===== src/core/iwh_pkg.sv =====
// =====================================================
// iwh package: offsets, fields, reset values, timing
// assumes a 50 MHz system clock and a 32-bit bus
package iwh_pkg;
  // register indices; byte address is four times these
  localparam logic [5:0] IDX_WDSEL = 6'h09;
  localparam logic [5:0] IDX_STAT = 6'h0a;
  localparam logic [5:0] IDX_ICTL = 6'h0b;
  localparam logic [5:0] IDX_OPT = 6'h3e;
  // interrupt control fields
  localparam int ICTL_MASTER = 0;
  localparam int ICTL_EN_LO = 1;
  localparam int ICTL_FL_LO = 4;
  localparam int ICTL_RSVD = 7;
  localparam logic [7:0] ICTL_RST = 8'h00;
  // source order is priority order: ext, timer 0, timer 1
  localparam int SRC_EXT = 0;
  localparam int SRC_T0 = 1;
  localparam int SRC_T1 = 2;
  localparam logic [7:0] VEC_EXT = 8'h04;
  localparam logic [7:0] VEC_T0 = 8'h08;
  localparam logic [7:0] VEC_T1 = 8'h0c;
  // watchdog select register
  localparam int WDSEL_LO = 0;
  localparam logic [7:0] WDSEL_RST = 8'h07;
  // status register
  localparam int STAT_PWRDN = 4;
  localparam int STAT_TMOUT = 5;
  // option register
  localparam int OPT_WD_EN = 0;
  localparam int OPT_WD_RC = 1;
  localparam int OPT_PAIRED = 2;
  localparam int OPT_RC_OSC = 3;
  localparam int OPT_WAKE_LO = 8;
  localparam logic [15:0] OPT_RST = 16'h0003;
  // synchronised pin vector
  localparam int PIN_EXT = 8;
  localparam int PIN_RES = 9;
  localparam int PIN_RC = 10;
  localparam logic [10:0] PIN_IDLE = 11'h7ff;
  // watchdog chain
  localparam logic [7:0] WD_BASE_LAST = 8'hff;
  localparam logic [1:0] INSTR_LAST = 2'h3;
  // wake-up dummy delay, in system clock periods
  localparam int CLK_HZ = 50_000_000;
  localparam int WAKE_TSYS = 1024;
  localparam int TSYS_CYC = CLK_HZ / CLK_HZ;
  localparam int WAKE_CYC = WAKE_TSYS * TSYS_CYC;
  localparam logic [10:0] WAKE_LAST = 11'(WAKE_CYC - 1);
  localparam logic [10:0] WAKE_LEN = 11'(WAKE_CYC);
  typedef enum logic [1:0] {ST_RUN, ST_HALT, ST_WAKE} iwh_state_e;
endpackage


===== src/core/iwh_ctrl.sv =====
// interrupt, watchdog and power-down control of a small core
// assumes core strobes on clk_i; pins arrive asynchronously
`timescale 1ns/1ps
module iwh_ctrl (
  // clock and reset
  input wire logic clk_i,
  input wire logic rst_i,
  // wishbone slave
  input wire logic wb_cyc_i,
  input wire logic wb_stb_i,
  input wire logic wb_we_i,
  input wire logic [7:0] wb_adr_i,
  input wire logic [3:0] wb_sel_i,
  input wire logic [31:0] wb_dat_i,
  output logic [31:0] wb_dat_o,
  output logic wb_ack_o,
  // core sequencer
  input wire logic phase_two_pulse_i,
  input wire logic return_from_irq_instr_i,
  input wire logic clear_watchdog_instr_i,
  input wire logic clear_watchdog_first_i,
  input wire logic clear_watchdog_second_i,
  input wire logic halt_instr_i,
  input wire logic stack_full_i,
  input wire logic timer0_ovf_i,
  input wire logic timer1_ovf_i,
  // pins
  input wire logic ext_irq_pin_n_i,
  input wire logic ext_reset_pin_n_i,
  input wire logic wd_rc_osc_i,
  input wire logic [7:0] port_a_i,
  // to the core and pins
  output logic irq_call_o,
  output logic [7:0] irq_vector_o,
  output logic chip_reset_o,
  output logic warm_reset_o,
  output logic sys_osc_stop_o,
  output logic resume_o,
  output logic osc_output_pin_o
);

  // =====================================================
  // declarations
  iwh_pkg::iwh_state_e state;
  logic [10:0] sync1, sync2, sync3, filt, filt_q;
  logic ext_fall, rc_rise, ext_rst_act, pa_wake;
  logic [1:0] div_cnt;
  logic instr_tick;
  logic master_irq_enable;
  logic [2:0] irq_enable, irq_flag, set_vec, pending, grant;
  logic take;
  logic [7:0] watchdog_select_reg;
  logic [15:0] opt;
  logic timeout_flag, powerdown_flag;
  logic [7:0] wd_base;
  logic [6:0] wd_presc;
  logic first_seen, second_seen;
  logic wd_en, wd_src, clr_done, wd_clear, wd_ovf;
  logic halt_go, wake_evt;
  logic [10:0] wake_cnt;
  logic req, wr, blk_rst;

  function automatic logic hit(input logic [7:0] adr,
                               input logic [5:0] idx);
    hit = (adr[7:2] == idx) && (adr[1:0] == 2'h0);
  endfunction

  function automatic logic [7:0] vec_of(input logic [2:0] g);
    if (g[iwh_pkg::SRC_EXT]) begin
      vec_of = iwh_pkg::VEC_EXT;
    end else if (g[iwh_pkg::SRC_T0]) begin
      vec_of = iwh_pkg::VEC_T0;
    end else begin
      vec_of = iwh_pkg::VEC_T1;
    end
  endfunction

  // =====================================================
  // pin synchronisers and edge detection
  always_ff @(posedge clk_i) begin
    if (rst_i) begin
      sync1 <= iwh_pkg::PIN_IDLE;
      sync2 <= iwh_pkg::PIN_IDLE;
      sync3 <= iwh_pkg::PIN_IDLE;
      filt <= iwh_pkg::PIN_IDLE;
      filt_q <= iwh_pkg::PIN_IDLE;
    end else begin
      sync1 <= {wd_rc_osc_i, ext_reset_pin_n_i, ext_irq_pin_n_i, port_a_i};
      sync2 <= sync1;
      sync3 <= sync2;
      filt <= (sync2 & sync3) | (filt & (sync2 | sync3));
      filt_q <= filt;
    end
  end

  assign ext_fall = filt_q[iwh_pkg::PIN_EXT] & ~filt[iwh_pkg::PIN_EXT];
  assign rc_rise = ~filt_q[iwh_pkg::PIN_RC] & filt[iwh_pkg::PIN_RC];
  assign ext_rst_act = ~filt[iwh_pkg::PIN_RES];
  assign pa_wake = |(filt_q[7:0] & ~filt[7:0] & opt[iwh_pkg::OPT_WAKE_LO +: 8]);

  // =====================================================
  // wishbone slave
  assign req = wb_cyc_i & wb_stb_i & ~wb_ack_o;
  assign wr = wb_cyc_i & wb_stb_i & wb_we_i & wb_ack_o;
  assign blk_rst = rst_i | chip_reset_o;

  always_ff @(posedge clk_i) begin
    if (rst_i) begin
      wb_ack_o <= 1'b0;
      wb_dat_o <= 32'h0;
    end else begin
      wb_ack_o <= req;
      wb_dat_o <= 32'h0;
      if (req && hit(wb_adr_i, iwh_pkg::IDX_ICTL)) begin
        wb_dat_o[7:0] <= {1'b0, irq_flag, irq_enable, master_irq_enable};
      end else if (req && hit(wb_adr_i, iwh_pkg::IDX_WDSEL)) begin
        wb_dat_o[7:0] <= watchdog_select_reg;
      end else if (req && hit(wb_adr_i, iwh_pkg::IDX_STAT)) begin
        wb_dat_o[iwh_pkg::STAT_TMOUT] <= timeout_flag;
        wb_dat_o[iwh_pkg::STAT_PWRDN] <= powerdown_flag;
      end else if (req && hit(wb_adr_i, iwh_pkg::IDX_OPT)) begin
        wb_dat_o[15:0] <= opt;
      end
    end
  end

  // select field plus five user flags
  always_ff @(posedge clk_i) begin
    if (blk_rst) begin
      watchdog_select_reg <= iwh_pkg::WDSEL_RST;
    end else if (wr && wb_sel_i[0] && hit(wb_adr_i, iwh_pkg::IDX_WDSEL)) begin
      watchdog_select_reg <= wb_dat_i[7:0];
    end
  end

  always_ff @(posedge clk_i) begin
    if (rst_i) begin
      opt <= iwh_pkg::OPT_RST;
    end else if (wr && hit(wb_adr_i, iwh_pkg::IDX_OPT)) begin
      if (wb_sel_i[0]) begin
        opt[7:0] <= wb_dat_i[7:0];
      end
      if (wb_sel_i[1]) begin
        opt[15:8] <= wb_dat_i[15:8];
      end
    end
  end

  // =====================================================
  // interrupt control
  // lowest index wins
  assign pending = irq_flag & irq_enable;
  assign grant = pending & ~3'(pending - 3'h1);
  // decide only on phase two pulse
  assign take = phase_two_pulse_i & (state == iwh_pkg::ST_RUN) & master_irq_enable &
                ~stack_full_i & (|pending) & ~chip_reset_o;
  assign set_vec = {timer1_ovf_i, timer0_ovf_i, ext_fall};

  always_ff @(posedge clk_i) begin
    if (blk_rst) begin
      irq_enable <= iwh_pkg::ICTL_RST[3:1];
    end else if (wr && wb_sel_i[0] && hit(wb_adr_i, iwh_pkg::IDX_ICTL)) begin
      irq_enable <= wb_dat_i[iwh_pkg::ICTL_EN_LO +: 3];
    end
  end

  always_ff @(posedge clk_i) begin
    if (blk_rst) begin
      master_irq_enable <= iwh_pkg::ICTL_RST[iwh_pkg::ICTL_MASTER];
    end else if (take) begin
      master_irq_enable <= 1'b0;
    end else if (return_from_irq_instr_i) begin
      master_irq_enable <= 1'b1;
    end else if (wr && wb_sel_i[0] && hit(wb_adr_i, iwh_pkg::IDX_ICTL)) begin
      master_irq_enable <= wb_dat_i[iwh_pkg::ICTL_MASTER];
    end
  end

  // sticky flags, set wins over clear
  always_ff @(posedge clk_i) begin
    if (blk_rst) begin
      irq_flag <= iwh_pkg::ICTL_RST[6:4];
    end else if (wr && wb_sel_i[0] && hit(wb_adr_i, iwh_pkg::IDX_ICTL)) begin
      irq_flag <= (wb_dat_i[iwh_pkg::ICTL_FL_LO +: 3] & ~(take ? grant : 3'h0)) | set_vec;
    end else begin
      // timer 0 flag set and served
      // timer 1 flag set and served
      irq_flag <= (irq_flag & ~(take ? grant : 3'h0)) | set_vec;
    end
  end

  always_ff @(posedge clk_i) begin
    if (rst_i) begin
      irq_call_o <= 1'b0;
      irq_vector_o <= 8'h00;
    end else begin
      irq_call_o <= take;
      if (take) begin
        irq_vector_o <= vec_of(grant);
      end
    end
  end

  // =====================================================
  // clock divider and oscillator pin
  // system clock stops in halt
  always_ff @(posedge clk_i) begin
    if (rst_i) begin
      div_cnt <= 2'h0;
    end else if (state != iwh_pkg::ST_HALT) begin
      div_cnt <= 2'(div_cnt + 2'h1);
    end
  end

  assign instr_tick = (div_cnt == iwh_pkg::INSTR_LAST) & (state != iwh_pkg::ST_HALT);

  always_ff @(posedge clk_i) begin
    if (rst_i) begin
      osc_output_pin_o <= 1'b0;
      sys_osc_stop_o <= 1'b0;
    end else begin
      // divided clock out in RC mode
      osc_output_pin_o <= opt[iwh_pkg::OPT_RC_OSC] & div_cnt[1];
      sys_osc_stop_o <= (state == iwh_pkg::ST_HALT);
    end
  end

  // =====================================================
  // watchdog
  // clock choice and disable
  assign wd_en = opt[iwh_pkg::OPT_WD_EN];
  assign wd_src = wd_en & (opt[iwh_pkg::OPT_WD_RC] ? rc_rise : instr_tick);
  assign clr_done = wd_en & (opt[iwh_pkg::OPT_PAIRED] ?
                    ((first_seen | clear_watchdog_first_i) &
                     (second_seen | clear_watchdog_second_i)) :
                    clear_watchdog_instr_i);
  assign halt_go = (state == iwh_pkg::ST_RUN) & halt_instr_i & ~chip_reset_o;
  assign wd_clear = ext_rst_act | clr_done | halt_go | chip_reset_o;
  assign wd_ovf = wd_src & ~wd_clear & (wd_base == iwh_pkg::WD_BASE_LAST) &
                  (wd_presc == 7'(~(7'h7f << watchdog_select_reg[2:0])));

  always_ff @(posedge clk_i) begin
    if (blk_rst || wd_clear) begin
      first_seen <= 1'b0;
      second_seen <= 1'b0;
    end else if (wd_en && opt[iwh_pkg::OPT_PAIRED]) begin
      first_seen <= first_seen | clear_watchdog_first_i;
      second_seen <= second_seen | clear_watchdog_second_i;
    end
  end

  always_ff @(posedge clk_i) begin
    if (rst_i || wd_clear) begin
      wd_base <= 8'h00;
      wd_presc <= 7'h00;
    end else if (wd_src) begin
      wd_base <= 8'(wd_base + 8'h01);
      if (wd_base == iwh_pkg::WD_BASE_LAST) begin
        // limit is two to the select
        wd_presc <= wd_ovf ? 7'h00 : 7'(wd_presc + 7'h01);
      end
    end
  end

  // chip or warm reset on overflow
  always_ff @(posedge clk_i) begin
    if (rst_i) begin
      chip_reset_o <= 1'b0;
      warm_reset_o <= 1'b0;
    end else begin
      chip_reset_o <= ext_rst_act | (wd_ovf & (state != iwh_pkg::ST_HALT));
      warm_reset_o <= wd_ovf & (state == iwh_pkg::ST_HALT);
    end
  end

  always_ff @(posedge clk_i) begin
    if (rst_i) begin
      timeout_flag <= 1'b0;
    end else if (wd_ovf) begin
      timeout_flag <= 1'b1;
    end else if (halt_go || clr_done) begin
      timeout_flag <= 1'b0;
    end else if (ext_rst_act && state == iwh_pkg::ST_HALT) begin
      timeout_flag <= 1'b0;
    end
  end

  always_ff @(posedge clk_i) begin
    if (rst_i) begin
      powerdown_flag <= 1'b0;
    end else if (halt_go) begin
      powerdown_flag <= 1'b1;
    end else if (clr_done) begin
      powerdown_flag <= 1'b0;
    end
  end

  // =====================================================
  // power-down sequencing
  // a flag set wakes only if the flag was clear; reset pin, port A and overflow also wake
  assign wake_evt = ext_rst_act | (|(set_vec & ~irq_flag)) | pa_wake | wd_ovf;

  always_ff @(posedge clk_i) begin
    if (rst_i) begin
      state <= iwh_pkg::ST_RUN;
      wake_cnt <= 11'h000;
      resume_o <= 1'b0;
    end else begin
      resume_o <= 1'b0;
      case (state)
        iwh_pkg::ST_RUN: begin
          if (halt_go) begin
            state <= iwh_pkg::ST_HALT;
          end
        end
        iwh_pkg::ST_HALT: begin
          if (wake_evt) begin
            state <= iwh_pkg::ST_WAKE;
            wake_cnt <= 11'h000;
          end
        end
        iwh_pkg::ST_WAKE: begin
          if (wake_cnt == iwh_pkg::WAKE_LAST) begin
            state <= iwh_pkg::ST_RUN;
            resume_o <= 1'b1;
          end else begin
            wake_cnt <= 11'(wake_cnt + 11'h001);
          end
        end
        default: begin
          state <= iwh_pkg::ST_RUN;
        end
      endcase
    end
  end

  // =====================================================
  // checks
  logic [10:0] a_wake_len;
  always_ff @(posedge clk_i) begin
    if (rst_i || state != iwh_pkg::ST_WAKE) begin
      a_wake_len <= 11'h000;
    end else begin
      a_wake_len <= 11'(a_wake_len + 11'h001);
    end
  end

  a_wake_length: assert property (
    @(posedge clk_i) disable iff (rst_i)
    resume_o |-> $past(a_wake_len) == 11'(iwh_pkg::WAKE_LEN - 11'h001))
    else $error("wake delay length wrong");

  a_ext_priority: assert property (
    @(posedge clk_i) disable iff (rst_i)
    irq_call_o && $past(pending[iwh_pkg::SRC_EXT]) |-> irq_vector_o == iwh_pkg::VEC_EXT)
    else $error("external request not first");

  a_t0_vector: assert property (
    @(posedge clk_i) disable iff (rst_i)
    irq_call_o && !$past(pending[iwh_pkg::SRC_EXT]) && $past(pending[iwh_pkg::SRC_T0]) |->
      irq_vector_o == iwh_pkg::VEC_T0)
    else $error("timer 0 vector wrong");

  a_call_master: assert property (
    @(posedge clk_i) disable iff (rst_i)
    irq_call_o |-> !master_irq_enable && $past(master_irq_enable))
    else $error("master enable not cleared on call");

  a_call_phase: assert property (
    @(posedge clk_i) disable iff (rst_i)
    irq_call_o |-> $past(phase_two_pulse_i))
    else $error("call outside phase two pulse");

  a_stack_block: assert property (
    @(posedge clk_i) disable iff (rst_i)
    stack_full_i |=> !irq_call_o)
    else $error("call while stack full");

  a_ext_sets: assert property (
    @(posedge clk_i) disable iff (rst_i)
    ext_fall && !chip_reset_o |=> irq_flag[iwh_pkg::SRC_EXT])
    else $error("external flag not set");

  a_flag_sticky: assert property (
    @(posedge clk_i) disable iff (rst_i)
    $fell(irq_flag[iwh_pkg::SRC_T0]) |-> $past(wr) || $past(chip_reset_o) ||
      (irq_call_o && irq_vector_o == iwh_pkg::VEC_T0))
    else $error("timer 0 flag lost");

  a_halt_flags: assert property (
    @(posedge clk_i) disable iff (rst_i)
    halt_go |=> powerdown_flag && !timeout_flag && state == iwh_pkg::ST_HALT)
    else $error("halt entry flags wrong");

  a_warm_reset: assert property (
    @(posedge clk_i) disable iff (rst_i)
    warm_reset_o |-> timeout_flag && !chip_reset_o && state == iwh_pkg::ST_WAKE)
    else $error("warm reset without time-out");

  a_return_from_irq_instr_sets: assert property (
    @(posedge clk_i) disable iff (rst_i || chip_reset_o)
    return_from_irq_instr_i && !take |=> master_irq_enable)
    else $error("return did not set master");

endmodule


===== config.mk =====
export PLATFORM = sky130hd
export DESIGN_NAME = iwh_ctrl
export DESIGN_NICKNAME = d
export VERILOG_FILES = /design/src/core/iwh_pkg.sv /design/src/core/iwh_ctrl.sv
export SDC_FILE = /design/constraint.sdc
export NUM_CORES = 1
export LEC_CHECK = 0
export BUFFER_PORTS_ARGS = -buffer_cell sky130_fd_sc_hd__buf_4
export CORE_MARGIN = 4
export CORE_UTILIZATION = 35
export DETAILED_ROUTE_END_ITERATION = 12
export GPL_TIMING_DRIVEN = 0
export PLACE_DENSITY_LB_ADDON = 0.08
export SYNTH_ARGS = -nofsm -noshare
export SYNTH_HDL_FRONTEND = slang
export SYNTH_SLANG_ARGS = --single-unit

===== constraint.sdc =====
create_clock -name clk_i -period 3.8 [get_ports clk_i]
set_clock_uncertainty 0.15 [all_clocks]
set_input_delay 0.38 -clock clk_i [delete_from_list [all_inputs] [get_ports clk_i]]
set_output_delay 0.38 -clock clk_i [all_outputs]
set_load 0.1 [all_outputs]

==> results.toml <==
[grt]
track_usage = 0.158
antenna_found_initial = 1
grt_pass1_vias = 4287
grt_overflow = 0
grt_pass1_wl_mm = 22.0
grt_max_degree = 17

[synthesis]
synth_top_cell_by_area = "dfxtp_1"
synth_cell_types = 60
ys_ff_latch = 144
async_flop_share = 0
synth_seq_area_share = 0.513
avgSynthCellArea_um2 = 9.41
synthFlopType = "dfxtp_1"
yosysWarningCount = 0
synth.area.top_cells = "dfxtp_1 (51%), nor2_1 (5.5%), mux2i_1 (5.3%)"
netlist_instances = 597
netlist_area_um2 = 5620
yosysTopAreaCellShare = 0.513
synth_most_common_cell = "dfxtp_1"
synth_common_cells = "dfxtp_1 (144), nor2_1 (82), or2_2 (44)"
synth_edf_count = 0

[cts]
clockBufferDepth = 2
cts_root_buf = "clkbuf_16"
clock_latency_ns = 0.42
cts_tree = "done"
cts_sinks = 144
cts_resized = 0
cts-htree-levels = 4
cts_setup_buffers = 0
cts_made_buffers = 17
cts_hold_buf = 11
clk_pin_slew_ns = 0.06

[place]
dp_hpwl_mm = 10.3
dpl.cell_count = 909
gp_congestion = 0.817
io_buffer_count = 75
dp_slack_ns = 0.704

[detailed_routing]
vias_per_cell = 4.66
first_iter_violations = 169
wirelength_mm = 13.8
first_pass_iters = 4
drc = 0
num_vias = 4427
wl_per_cell_um = 14.5
drtAntennaViolNets = 0

[power_and_ir_drop]
pwr-share-clk = 0.492
p_total_uw = 3620
power.internal_uw = 2770
p_sw_uw = 852
switching_share = 0.235
vdd_ir_drop_max_mv = 0.330
p_per_area_nw_per_um2 = 498
leakage_uw = 0.00291
share_seq_of_total_power = 0.428
pwr-share-comb = 0.079

[setup_path]
crit_path_start_kind = "flip-flop"
worstReg2RegEnd = "wake_cnt[4]"
end_kind = "flip-flop"
path_buf_inv = 0
worstSetupPathDepth = 7
slowest_delay_ns = 0.53
cpLargestDelayFamily = "simple AND/OR/NAND/NOR gates"
rr_worst_depth = 7
crit_start = "wd_presc[5]"
rr_startpoint = "wd_presc[5]"
r2r_slack_ns = 0.73
arrival_ns = 3.23
crit_type = "reg -> reg"
crit_chain = "or4_4, o211ai_2, or4b_4, nor4b_4, nor2_1, o21ai_1, o21ba_2"
slowest_stage = "or4_4"
cp-endpoint = "wake_cnt[4]"
crit_required_ns = 3.96
crit_path_max_fanout = 8

[timing]
finalSetupTns_ns = 0
rsz0062_at_grt = "false"
setup-violations-final = 0
fin_crit_ns = 3.07
worst_slack_ns = 0.733
relSlewSlack = 0.291
fmax_ghz = 0.326
hold_viol = 0
drv_slew = 0
worstMarginPinSlew_ns = 1.06
finalCritPeriodShare = 0.807

[floorplan]
die_x_um = 135
coreArea_um2 = 15800
fp.dieH_um = 135
start_util = 0.355
die_area_um2 = 18100
rows = 46
ios = 116

[layout]
diodes = 0
nNetsFinal = 796
top_regs = "opt (16), wb_dat_o (16)"
area_growth_pct = 29.6
fin_cells = 951
layout-drive-gt1-share = 0.265
fin_util = 0.460

[status]
outcome = "complete, no violations"

[min_path]
hp-class = "in -> reg"

[run]
maxCapViolCount = 0
how the worst min path moves through the flow:
stage	startpoint	end	slack [ns]	depth (start not counted)
2_1_floorplan	sync1[0]	sync2[0]	0.24	1
3_3_place_gp	sync1[4]	sync2[4]	0.24	1
3_5_place_dp	sync1[4]	sync2[4]	0.24	1
4_1_cts	timer1_ovf_i	irq_flag[2]	0.02	3
5_1_grt	wb_dat_i[14]	opt[14]	0.03	3
6_report	timer1_ovf_i	irq_flag[2]	0.04	3
worst register-to-register path, cell delays in order (launching register included):
cell and delay [ns]:
dfxtp_1 0.36, or4_4 0.53, o211ai_2 0.10, or4b_4 0.50, nor4b_4 0.43, nor2_1 0.13
o21ai_1 0.52, o21ba_2 0.25
logic make-up (layout without fill, tap and decap cells):
logic type,after synthesis,count (layout),share of synthesized area
AOI/OAI and AO/OA,95,95,0.102
DFF,144,144,0.513
adders and majority gates,4,4,0.00891
xor gates and xnor gates,15,15,0.0234
buffers and inverters,49,166,0.0526
other,1,22,0.000668
muxes,33,33,0.0595
and+or+nand+nor,256,256,0.239
layout make-up:
class | instances | area, µm²
plain buffers | 41 | 265
clock buffers | 19 | 453
clock inverters | 12 | 181
fillers | 1553 | 8550
inverters | 8 | 30.0
multi-input cells | 425 | 2520
flip-flops and latches | 144 | 2880
well taps | 216 | 270
repair buffers | 86 | 673
power by group through the flow:
stage,Clock (µW),Sequential (µW),Combinational [µW]
3_5_place_dp,0,1580,280
6_report,1780,1550,287
2_1_floorplan,0,1590,191
4_1_cts,1830,1550,289
5_1_grt,1890,1550,308
3_3_place_gp,0,1580,277
stage by stage:
stage,area [µm²],hold slack (ns)
CTS,7280,0.0200
detailed placement,6530,0.242
finish,7280,0.0361
global route,7280,0.0312
global placement,6530,0.244
floorplan,5690,0.239
cells in the final DEF (no fill, tap or decap), types with 11 or more instances in the layout:
cell / n
buf_4: 98
and2_1: 11
clkbuf_1: 15
dlygate4sd3_1: 11
or2_2: 44
nor2_1: 82
nand3_1: 14
clkbuf_16: 17
nand2_1: 38
mux2i_1: 30
a21oi_1: 30
conb_1: 22
dfxtp_1: 144
o21ai_0: 31
routing by layer:
metal  vias up  global-route usage  wire (µm)
met5         -                   0          0
met4         0              0.0537        231
met3        18              0.0432        639
met2        93               0.270       6870
met1      2066               0.192       6080
li1       2250                   -          -
(Power assumes the default switching activity.)
